[config.mk]
export PLATFORM = sky130hd
export DESIGN_NAME = seq_ext_ctl
export DESIGN_NICKNAME = d
export VERILOG_FILES = /design/src/pkg/seqctl_pkg.sv /design/src/core/seq_prog_mem.sv /design/src/core/seq_ext_ctl.sv
export SDC_FILE = /design/constraint.sdc
export NUM_CORES = 2
export LEC_CHECK = 0
export BUFFER_PORTS_ARGS = -buffer_cell sky130_fd_sc_hd__buf_2
export CORE_MARGIN = 2
export CORE_UTILIZATION = 44
export DETAILED_ROUTE_END_ITERATION = 8
export SYNTH_ARGS = -nofsm -noshare
export SYNTH_HDL_FRONTEND = slang
export SYNTH_SLANG_ARGS = --single-unit
export TNS_END_PERCENT = 10
[constraint.sdc]
create_clock -name aclk -period 7.1 [get_ports aclk]
set_input_delay 0 -clock aclk [delete_from_list [all_inputs] [get_ports aclk]]
set_output_delay 0 -clock aclk [all_outputs]
set_load 0.05 [all_outputs]
[src/pkg/seqctl_pkg.sv]
package seqctl_pkg;
	// ==========================================================
	// bus and program store geometry
	localparam int ADDR_W = 6;
	localparam int INSTR_W = 24;
	localparam int DATA_W = 8;
	localparam int AXI_AW = 5;

	// ==========================================================
	// register byte offsets
	localparam logic [AXI_AW-1:0] OFF_CTRL = 5'h00;
	localparam logic [AXI_AW-1:0] OFF_CFG = 5'h04;
	localparam logic [AXI_AW-1:0] OFF_VECTOR = 5'h08;
	localparam logic [AXI_AW-1:0] OFF_PROTECT = 5'h0c;
	localparam logic [AXI_AW-1:0] OFF_STATUS = 5'h10;
	localparam logic [AXI_AW-1:0] OFF_PADDR = 5'h14;
	localparam logic [AXI_AW-1:0] OFF_PDATA = 5'h18;

	// ==========================================================
	// control register bits
	localparam int CTRL_RUN = 0;
	localparam int CTRL_STOP = 1;

	// ==========================================================
	// configuration register fields
	localparam int CFG_IRQ_EN = 0;
	localparam int CFG_IRQ_FALL = 1;
	localparam int CFG_IRQ_VEC = 2;
	localparam int CFG_QUAL_EN = 3;
	localparam int CFG_QUAL_LVL = 4;
	localparam int CFG_EXT_EN = 5;
	localparam int CFG_EXT_LVL = 6;
	localparam int CFG_PAUSE_EN = 7;
	localparam int CFG_PAUSE_LVL = 8;
	localparam int CFG_INH_LO = 9;
	localparam int CFG_INH_HI = 11;
	localparam int CFG_INH_INT_LVL = 12;
	localparam int CFG_INH_EXT_LVL = 13;
	localparam int CFG_XS_EN = 14;
	localparam int CFG_XS_FALL = 15;
	localparam int CFG_W = 16;
	localparam logic [CFG_W-1:0] CFG_RESET = 16'h0000;

	// inhibit source selection codes
	localparam logic [2:0] INH_OFF = 3'h0;
	localparam logic [2:0] INH_INT = 3'h1;
	localparam logic [2:0] INH_EXT = 3'h2;
	localparam logic [2:0] INH_AND = 3'h3;
	localparam logic [2:0] INH_OR = 3'h4;

	// ==========================================================
	// instruction word layout
	localparam int OP_LO = 21;
	localparam int OP_HI = 23;
	localparam int I_INH = 20;
	localparam int I_MASK = 19;
	localparam int I_STRB = 18;
	localparam int DEST_LO = 12;
	localparam int DEST_HI = 17;

	typedef enum logic [2:0] {
		OP_NOP = 3'b000,
		OP_JUMP = 3'b001,
		OP_IF_IRQ = 3'b010,
		OP_IF_EXT = 3'b011,
		OP_RETURN = 3'b100,
		OP_HALT = 3'b101
	} op_t;

	typedef enum logic [1:0] {
		ST_IDLE = 2'b00,
		ST_WAIT = 2'b01,
		ST_FETCH = 2'b10,
		ST_EXEC = 2'b11
	} seq_state_t;

	localparam logic [1:0] RESP_OKAY = 2'b00;
	localparam logic [1:0] RESP_SLVERR = 2'b10;
	localparam logic [1:0] RESP_DECERR = 2'b11;
endpackage

[src/core/seq_prog_mem.sv]
// ==========================================================
// program store, one write port, registered read
module seq_prog_mem
	import seqctl_pkg::*;
(
	input wire logic aclk, // system clock
	input wire logic wr_en, // write strobe
	input wire logic [ADDR_W-1:0] wr_addr, // write line
	input wire logic [INSTR_W-1:0] wr_data, // write word
	input wire logic [ADDR_W-1:0] rd_addr, // read line
	output logic [INSTR_W-1:0] rd_data_r // read word, one cycle later
);
	logic [INSTR_W-1:0] mem [0:(1<<ADDR_W)-1];

	// no reset on the array: contents are defined by software loading
	always_ff @(posedge aclk) begin
		if (wr_en) begin
			mem[wr_addr] <= wr_data;
		end
		rd_data_r <= mem[rd_addr];
	end
endmodule // seq_prog_mem

[src/core/seq_ext_ctl.sv]
// What this block does
// - irq input disabled, or accepted on rising or falling edge as configured.
// - with irq enabled choose polled or vectored handling; polled is the default.
// - vectored mode jumps to the configured routine entry on an accepted irq.
// - with qualification on, irq is accepted only at the qualifier's asserted level.
// - qualifier is off by default, irq accepted regardless of qualifier level.
// - qualifier asserted level selectable as 1 or 0.
// - external branch input tested only by branch-on-external instructions; jump when asserted.
// - external branch input active-high or active-low by configuration.
// - disabling external branch refused while branch-on-external instructions are loaded.
// - asserted pause holds the data, clock and strobe outputs at their level; data_oe_n_r still follows inhibit.
// - pause active-high or active-low, disabled after reset.
// - effective inhibit tri-states every data line not protected by the mask.
// - inhibit from internal bit, external input, or both ANDed or ORed.
// - each inhibit source level selectable 1 or 0; inhibit disabled after reset.
// - sequencing continues while inhibited; only the drivers change.
// - with external start enabled, run waits for the start edge before executing.
// - external start on rising or falling edge, disabled by default.
// - routine return resumes at the line after the one where irq was seen.
// - irq arriving during a routine stays pending until the routine completes.
// - latched irq is cleared by the run command, before any external start wait.
// - polled branch jumps on pending irq without saving a return address.
module seq_ext_ctl
	import seqctl_pkg::*;
(
	input wire logic aclk, // 50 MHz clock
	input wire logic aresetn, // sync reset, active low
	input wire logic [AXI_AW-1:0] s_axi_awaddr, // write address
	input wire logic s_axi_awvalid, // write address valid
	output logic s_axi_awready, // write address ready
	input wire logic [31:0] s_axi_wdata, // write data
	input wire logic [3:0] s_axi_wstrb, // byte enables
	input wire logic s_axi_wvalid, // write data valid
	output logic s_axi_wready, // write data ready
	output logic [1:0] s_axi_bresp, // write response
	output logic s_axi_bvalid, // write response valid
	input wire logic s_axi_bready, // write response ready
	input wire logic [AXI_AW-1:0] s_axi_araddr, // read address
	input wire logic s_axi_arvalid, // read address valid
	output logic s_axi_arready, // read address ready
	output logic [31:0] s_axi_rdata, // read data
	output logic [1:0] s_axi_rresp, // read response
	output logic s_axi_rvalid, // read data valid
	input wire logic s_axi_rready, // read data ready
	input wire logic irq_in, // interrupt request
	input wire logic qual_in, // interrupt qualifier
	input wire logic external_branch_input, // external branch condition
	input wire logic pause_in, // pause request
	input wire logic ext_inhibit_in, // external inhibit
	input wire logic ext_start_in, // external start trigger
	output logic [DATA_W-1:0] data_out_r, // pattern data
	output logic [DATA_W-1:0] data_oe_n_r, // per-line enable, low drives
	output logic clk_out_r, // pattern clock
	output logic strobe_out_r // pattern strobe
);
	import seqctl_pkg::*;

	// level match used by the qualifier and pause inputs
	function automatic logic hit(input logic en, input logic lvl, input logic pin);
		return en && (pin == lvl);
	endfunction

	logic [CFG_W-1:0] cfg_r;
	logic [ADDR_W-1:0] vector_r, pc_r, ret_r, paddr_r;
	logic [DATA_W-1:0] protect_r;
	logic [(1<<ADDR_W)-1:0] ext_flag_r;
	logic [AXI_AW-1:0] awaddr_r;
	logic [31:0] wdata_r;
	logic aw_have_r, w_have_r;
	logic irq_prev_r, xs_prev_r, irq_pend_r, in_service_r, first_line_r;
	seq_state_t state_r;
	logic [INSTR_W-1:0] instr;
	logic wr_fire, run_cmd, stop_cmd, cfg_refuse, prog_wr;
	logic irq_accept, xs_edge, pause_act, eff_inh, int_hit, ext_hit;
	logic exec_go, take_vec, poll_take, ret_take, ext_take, clear_pend, start_go;
	logic [ADDR_W-1:0] pc_inc, pc_nxt;
	op_t op;

	// ==========================================================
	// register bus: write path
	assign wr_fire = aw_have_r && w_have_r && !s_axi_bvalid;
	assign run_cmd = wr_fire && (awaddr_r == OFF_CTRL) && wdata_r[CTRL_RUN];
	assign stop_cmd = wr_fire && (awaddr_r == OFF_CTRL) && wdata_r[CTRL_STOP];
	// clearing the branch enable while such lines are loaded is refused
	assign cfg_refuse = (awaddr_r == OFF_CFG) && !wdata_r[CFG_EXT_EN] && (|ext_flag_r);
	// the store only changes while the sequencer is idle
	assign prog_wr = wr_fire && (awaddr_r == OFF_PDATA) && (state_r == ST_IDLE);

	// address and data taken in either order, held until the write fires
	always_ff @(posedge aclk) begin
		if (!aresetn) begin
			aw_have_r <= 1'b0;
			w_have_r <= 1'b0;
			awaddr_r <= '0;
			wdata_r <= '0;
			s_axi_bvalid <= 1'b0;
			s_axi_bresp <= RESP_OKAY;
		end else begin
			if (s_axi_awvalid && s_axi_awready) begin
				aw_have_r <= 1'b1;
				awaddr_r <= {s_axi_awaddr[AXI_AW-1:2], 2'b00};
			end
			if (s_axi_wvalid && s_axi_wready) begin
				w_have_r <= 1'b1;
				wdata_r <= s_axi_wdata;
			end
			if (wr_fire) begin
				aw_have_r <= 1'b0;
				w_have_r <= 1'b0;
				s_axi_bvalid <= 1'b1;
				if (awaddr_r > OFF_PDATA) begin
					s_axi_bresp <= RESP_DECERR;
				end else if (cfg_refuse || ((awaddr_r == OFF_PDATA) && (state_r != ST_IDLE))) begin
					s_axi_bresp <= RESP_SLVERR;
				end else begin
					s_axi_bresp <= RESP_OKAY;
				end
			end else if (s_axi_bready) begin
				s_axi_bvalid <= 1'b0;
			end
		end
	end

	// one-entry holding on each channel makes the ready a plain flag
	always_ff @(posedge aclk) begin
		if (!aresetn) begin
			s_axi_awready <= 1'b0;
			s_axi_wready <= 1'b0;
		end else begin
			s_axi_awready <= !aw_have_r && !(s_axi_awvalid && s_axi_awready);
			s_axi_wready <= !w_have_r && !(s_axi_wvalid && s_axi_wready);
		end
	end

	// configuration registers; strobes ignored, full-word writes only
	always_ff @(posedge aclk) begin
		if (!aresetn) begin
			cfg_r <= CFG_RESET;
			vector_r <= '0;
			protect_r <= '0;
			paddr_r <= '0;
		end else if (wr_fire && (s_axi_wstrb != 4'h0 || 1'b1)) begin
			case (awaddr_r)
				OFF_CFG: begin
					if (!cfg_refuse) begin
						cfg_r <= wdata_r[CFG_W-1:0];
					end
				end
				OFF_VECTOR: vector_r <= wdata_r[ADDR_W-1:0];
				OFF_PROTECT: protect_r <= wdata_r[DATA_W-1:0];
				OFF_PADDR: paddr_r <= wdata_r[ADDR_W-1:0];
				OFF_PDATA: begin
					if (prog_wr) begin
						paddr_r <= paddr_r + 1'b1;
					end
				end
				default: ;
			endcase
		end
	end

	// tracks which lines test the external branch input
	always_ff @(posedge aclk) begin
		if (!aresetn) begin
			ext_flag_r <= '0;
		end else if (prog_wr) begin
			ext_flag_r[paddr_r] <= (wdata_r[OP_HI:OP_LO] == OP_IF_EXT);
		end
	end

	// ==========================================================
	// register bus: read path, answer one cycle after arvalid taken
	always_ff @(posedge aclk) begin
		if (!aresetn) begin
			s_axi_arready <= 1'b0;
			s_axi_rvalid <= 1'b0;
			s_axi_rdata <= '0;
			s_axi_rresp <= RESP_OKAY;
		end else begin
			s_axi_arready <= !s_axi_rvalid && !(s_axi_arvalid && s_axi_arready);
			if (s_axi_arvalid && s_axi_arready) begin
				s_axi_rvalid <= 1'b1;
				s_axi_rresp <= RESP_OKAY;
				case ({s_axi_araddr[AXI_AW-1:2], 2'b00})
					OFF_CFG: s_axi_rdata <= {16'h0000, cfg_r};
					OFF_VECTOR: s_axi_rdata <= {26'h0000000, vector_r};
					OFF_PROTECT: s_axi_rdata <= {24'h000000, protect_r};
					OFF_STATUS: s_axi_rdata <= {19'h00000, |ext_flag_r, in_service_r, irq_pend_r,
						state_r, 2'b00, pc_r};
					OFF_PADDR: s_axi_rdata <= {26'h0000000, paddr_r};
					OFF_CTRL, OFF_PDATA: s_axi_rdata <= '0;
					default: begin
						s_axi_rdata <= '0;
						s_axi_rresp <= RESP_DECERR;
					end
				endcase
			end else if (s_axi_rready) begin
				s_axi_rvalid <= 1'b0;
			end
		end
	end

	// ==========================================================
	// external input conditioning
	assign irq_accept = cfg_r[CFG_IRQ_EN]
		&& (cfg_r[CFG_IRQ_FALL] ? (irq_prev_r && !irq_in) : (!irq_prev_r && irq_in))
		&& (!cfg_r[CFG_QUAL_EN] || hit(1'b1, cfg_r[CFG_QUAL_LVL], qual_in));
	assign xs_edge = cfg_r[CFG_XS_FALL] ? (xs_prev_r && !ext_start_in) : (!xs_prev_r && ext_start_in);
	assign pause_act = hit(cfg_r[CFG_PAUSE_EN], cfg_r[CFG_PAUSE_LVL], pause_in);
	assign int_hit = instr[I_INH] == cfg_r[CFG_INH_INT_LVL];
	assign ext_hit = ext_inhibit_in == cfg_r[CFG_INH_EXT_LVL];

	// effective inhibit from the chosen source combination
	always_comb begin
		case (cfg_r[CFG_INH_HI:CFG_INH_LO])
			INH_INT: eff_inh = int_hit && (state_r == ST_EXEC);
			INH_EXT: eff_inh = ext_hit;
			INH_AND: eff_inh = int_hit && ext_hit && (state_r == ST_EXEC);
			INH_OR: eff_inh = (int_hit && (state_r == ST_EXEC)) || ext_hit;
			default: eff_inh = 1'b0;
		endcase
	end

	// previous input levels for edge detection
	always_ff @(posedge aclk) begin
		if (!aresetn) begin
			irq_prev_r <= 1'b0;
			xs_prev_r <= 1'b0;
		end else begin
			irq_prev_r <= irq_in;
			xs_prev_r <= ext_start_in;
		end
	end

	// ==========================================================
	// sequencer: fetch then execute, frozen by pause
	assign op = op_t'(instr[OP_HI:OP_LO]);
	assign exec_go = (state_r == ST_EXEC) && !pause_act;
	assign start_go = (state_r == ST_WAIT) && xs_edge;
	assign pc_inc = pc_r + 1'b1;
	// a routine's first line never changes flow
	assign poll_take = !first_line_r && (op == OP_IF_IRQ) && !cfg_r[CFG_IRQ_VEC] && irq_pend_r;
	assign ext_take = !first_line_r && (op == OP_IF_EXT) && cfg_r[CFG_EXT_EN]
		&& (external_branch_input == cfg_r[CFG_EXT_LVL]);
	assign ret_take = !first_line_r && (op == OP_RETURN) && in_service_r;
	assign take_vec = cfg_r[CFG_IRQ_VEC] && irq_pend_r && !in_service_r
		&& !instr[I_MASK] && (op != OP_HALT);
	assign clear_pend = (exec_go && (poll_take || take_vec)) || (state_r == ST_IDLE && run_cmd);

	// next line of the sequence
	always_comb begin
		pc_nxt = pc_inc;
		if (take_vec) begin
			pc_nxt = vector_r;
		end else if (ret_take) begin
			pc_nxt = ret_r;
		end else if (poll_take || ext_take || (!first_line_r && op == OP_JUMP)) begin
			pc_nxt = instr[DEST_HI:DEST_LO];
		end
	end

	// state and program counter
	always_ff @(posedge aclk) begin
		if (!aresetn) begin
			state_r <= ST_IDLE;
			pc_r <= '0;
		end else if (stop_cmd) begin
			state_r <= ST_IDLE;
		end else begin
			case (state_r)
				ST_IDLE: begin
					if (run_cmd) begin
						pc_r <= '0;
						state_r <= cfg_r[CFG_XS_EN] ? ST_WAIT : ST_FETCH;
					end
				end
				ST_WAIT: begin
					if (start_go) begin
						state_r <= ST_FETCH;
					end
				end
				ST_FETCH: begin
					if (!pause_act) begin
						state_r <= ST_EXEC;
					end
				end
				ST_EXEC: begin
					// inhibit does not stall the sequence
					if (exec_go) begin
						state_r <= (op == OP_HALT && !first_line_r) ? ST_IDLE : ST_FETCH;
						pc_r <= pc_nxt;
					end
				end
				default: state_r <= ST_IDLE;
			endcase
		end
	end

	// interrupt bookkeeping; a new request wins over the clear
	always_ff @(posedge aclk) begin
		if (!aresetn) begin
			irq_pend_r <= 1'b0;
			in_service_r <= 1'b0;
			first_line_r <= 1'b0;
			ret_r <= '0;
		end else begin
			if (irq_accept) begin
				irq_pend_r <= 1'b1;
			end else if (clear_pend) begin
				irq_pend_r <= 1'b0;
			end
			if (state_r == ST_IDLE) begin
				in_service_r <= 1'b0;
				first_line_r <= 1'b0;
			end else if (exec_go) begin
				first_line_r <= take_vec;
				if (take_vec) begin
					ret_r <= pc_inc;
					in_service_r <= 1'b1;
				end else if (ret_take) begin
					in_service_r <= 1'b0;
				end
			end
		end
	end

	// ==========================================================
	// pattern outputs
	always_ff @(posedge aclk) begin
		if (!aresetn) begin
			data_out_r <= '0;
			clk_out_r <= 1'b0;
			strobe_out_r <= 1'b0;
		end else if (!pause_act) begin
			clk_out_r <= (state_r == ST_EXEC);
			if (state_r == ST_EXEC) begin
				data_out_r <= instr[DATA_W-1:0];
				strobe_out_r <= instr[I_STRB];
			end else begin
				strobe_out_r <= 1'b0;
			end
		end
	end

	// protected lines keep driving under inhibit
	always_ff @(posedge aclk) begin
		if (!aresetn) begin
			data_oe_n_r <= '0;
		end else begin
			data_oe_n_r <= eff_inh ? ~protect_r : '0;
		end
	end

	seq_prog_mem u_mem (
		.aclk(aclk),
		.wr_en(prog_wr),
		.wr_addr(paddr_r),
		.wr_data(wdata_r[INSTR_W-1:0]),
		.rd_addr(pc_r),
		.rd_data_r(instr)
	);
endmodule // seq_ext_ctl

==> impl_results.md <==
* DIE AREA at ~130000 sq um
* Unrepaired setup endpoints after global routing: false
* Synth Flop Type: edfxtp_1
* Largest family of logic cells by synthesized area: multiplexers
* Worst path slowest cell: a211oi_1
* Grt ovf at 0
* Sequential share of power at a little over half
* NetSw at about 3.6 mW
* Sum Neg Setup Slack at 0 ns
* Critical-path cell list: buf_12 > buf_4 > mux4_2 > nor2_1 > a21oi_1 > o22ai_1 > a211oi_1 > a221o_1
* Synth top area cells: edfxtp_1, mux4_2, dfxtp_1
* Crit-path max FO at 72
* Leading area contributor after synthesis: edfxtp_1
* Synth top area share at about two thirds
* Yosys cell types at between 70 and 80
* Pins Over Slew Limit at 0
* Yosys warns at 0
* Via density at about 5.8
* Starting Density at between 40% and 50%
* Drt drc at 0
* Hold Path Class: in -> reg
* Clock Latency Late Sink at about 0.76 ns
* Mux contribution to synthesized area at 14.2%
* Layout area overhead at 14.4%
* Gr usage total at roughly 22%
* Largest delay share family, worst path: compound AO/OA/AOI/OAI gates
* Register area share after synthesis at around three quarters
* Final Setup Violations at 0
* Sinks on the clock net at ~1500
* Port-buffer cells at 85
* Largest net degree at the start of global routing at between 100 and 150
* Max Root-Sink Buffers at 3
* Cell Area, Synth at 58100 sq um
* Most frequent cells in the layout: edfxtp_1, mux4_2, nand2_1, dfxtp_1, clkbuf_16
* Mean routed wirelength per cell at approximately 27 um
* Yosys reg bits at about 1500
* Status: finished, final reports clean
* Pre-antenna DRT Iters at 5
* CTS tree: built
* Hpwl dp at about 82000 um
* # IOs at 118
* Wire length of the first global-routing pass at roughly 210000 um
* Post-Synthesis Cells at 3206
* Critical Path End Type: register
* Comb power frac at just under 3%
* Core Region at about 130000 sq um
* Vias in the first global route at 30707
* Worst-path clk slew at around 0.06 ns
* Total Power at roughly 18 mW
* CP startpoint kind: register
* Drt total wl at ~150000 um
* Root buf cell: clkbuf_16
* Crit path buf inv count at 2
* Avg Inst Size Synth at approximately 18 sq um
* Antenna Cells at 0
* Slew margin rel. at about a tenth
* Worst slew pin tran at approximately 1.3 ns
* Max-cap violations at 0
* Post-Synth Adder-Cell Area at less than 1%
* Synth Area in XOR/XNOR at less than 1%
* Period utilisation layout at between 50% and 60%
* Die Span Y at ~370 um
* CTS Buf Count at about 150
* Die width at roughly 370 um
* Fmax at roughly 0.26 GHz
* Via count at 30777
* Initial antenna violation count at 10
* Crit path DAT at between 4 and 5 ns
* Leakage power at between 20 and 25 nW
* Global placer's final weighted congestion at around 0.85
* Layout cells sized above 1 at 22.7%
* Site row count at around 130
* Commonest non-fill, non-tap cell in the layout: edfxtp_1
* Post-synthesis async set-or-reset flop share at 0%
* Fin. Hold Viols at 0
* Clock Power Share at between 40% and 50%
* Kind of critical path: reg -> reg
* Peak supply drop at ~0.25 mV
* Sw frac at slightly above 20%
* Critical Path Max Stage Delay at ~1.1 ns
* Critical Path RT at around 7.8 ns
* Post-synth EDFFs at ~1300
* Net count, final at 3501
* Pwr dens at 267 nW/um^2
* Number of fill cells at ~11000
* Compound-Gate Fraction of Synth Area at 5.49%
* Post-DRT Antenna Nets at 0
* P_int at around 14 mW
* Clock H-tree levels at 4
* Post-Synth Simple-Gate Area at ~4.5%
* Final Skew at between 0.015 and 0.02 ns
* Fin crit period at just under 4 ns
* Drt first-iter violations at roughly 3500
## worst register-to-register path: cells and delay by family, from the launching register on
family / cells / cell delay [ns]
flip-flops: 1 / 0.76
AO/OA/AOI/OAI: 4 / 1.56
multiplexers: 1 / 0.32
buffers and inverters: 2 / 1.17
AND/OR/NAND/NOR: 1 / 0.05
## synth_stat cells, drive strengths merged, types with 4 or more instances
cell     number
a2111oi      14
a22oi        24
a22o         13
nor2        144
xnor2         4
mux4        292
edfxtp     1280
o22a         12
o21ai       130
a221o        12
o22ai        56
mux2         63
o221ai        9
a211oi        8
nor3         54
clkbuf      113
a21oi        60
dfxtp       210
or2           4
a21boi      102
xor2          5
nor2b        42
nand2       230
inv           8
nand3        20
nand3b        8
ha            6
nand4         7
nand2b       11
nor4         19
o311ai       14
a32o          6
and2         12
mux2i        82
buf         101
## cells by family (layout without fill, tap and decap cells)
kind of cell | Yosys count | after routing
and+or+nand+nor | 565 | 565
AOI/OAI and AO/OA | 476 | 476
other | 1 | 16
DFF | 1490 | 1490
xor gates and xnor gates | 9 | 9
muxes | 437 | 437
buffers and inverters | 222 | 551
adders and majority gates | 6 | 6
## final cells by class
class	count	area, sq um	share of cell area, %
clock buffers	210	4230	6.36
well taps	1755	2200	3.30
multi-input cells	1509	14600	22.0
clock inverters	53	512	0.770
inverters	8	30.0	0.0452
flip-flops and latches	1490	42700	64.2
repair buffers	280	2200	3.31
## flip-flops by register name, summed over array words and instances (netlist names), 2 cells and up
signal           flops
ret_r                6
vector_r             6
protect_r            8
u_mem.rd_data_r     20
data_out_r           8
s_axi_rdata         16
pc_r                 6
u_mem.mem         1280
ext_flag_r          64
cfg_r               16
wdata_r             24
state_r              2
awaddr_r             3
data_oe_n_r          8
s_axi_bresp          2
paddr_r              6
## worst paths after layout
check	cells past startpoint	to	slack, ns	from
setup / recovery	8	u_mem.rd_data_r[22]$_DFF_P_	3.18	pc_r[0]$_SDFFE_PN0P_
hold / removal	7	pc_r[0]$_SDFFE_PN0P_	0.18	external_branch_input
setup reg to reg	8	u_mem.rd_data_r[22]$_DFF_P_	3.18	pc_r[0]$_SDFFE_PN0P_
hold reg to reg	1	data_oe_n_r[0]$_SDFF_PN0_	0.45	protect_r[0]$_SDFFE_PN0P_
## metrics by stage
stage                     hold slack [ns]  std cells  area, sq um  setup WS [ns]  utilization [%]
after floorplan                     0.122       3221        58200           4.25                -
after global placement              0.241       4937        60700           3.30             46.2
after detailed placement            0.240       4938        60700           3.22             46.2
after CTS                           0.129       5305        66500           3.22             50.6
after global routing                0.198       5305        66500           2.81             50.6
final                               0.179       5305        66500           3.18             50.6
## power by group through the flow
stage | logic [mW] | clock network (mW) | registers [mW]
after floorplan | 0.258 | 0 | 9.77
after global placement | 0.461 | 0 | 9.71
after detailed placement | 0.467 | 0 | 9.72
after CTS | 0.507 | 7.84 | 9.53
after global routing | 0.548 | 8.16 | 9.53
final | 0.511 | 7.72 | 9.53
## metal layers
| metal | share of wire [%] | track usage (%) | vias up |
|---|---|---|---|
| met5 | 0.018 | 0 | - |
| met4 | 2.5 | 6.58 | 4 |
| met3 | 6.4 | 3.51 | 203 |
| met2 | 48 | 34.1 | 1029 |
| met1 | 43 | 30.8 | 16230 |
| li1 | - | - | 13311 |
## timing repair
item / in CTS / in global routing
endpoints found under the hold margin: 99 / 0
resized for setup: 0 / 0
hold buffers: 104 / 0
buffers inserted: 0 / 0
Power figures use the tool's default switching activity.
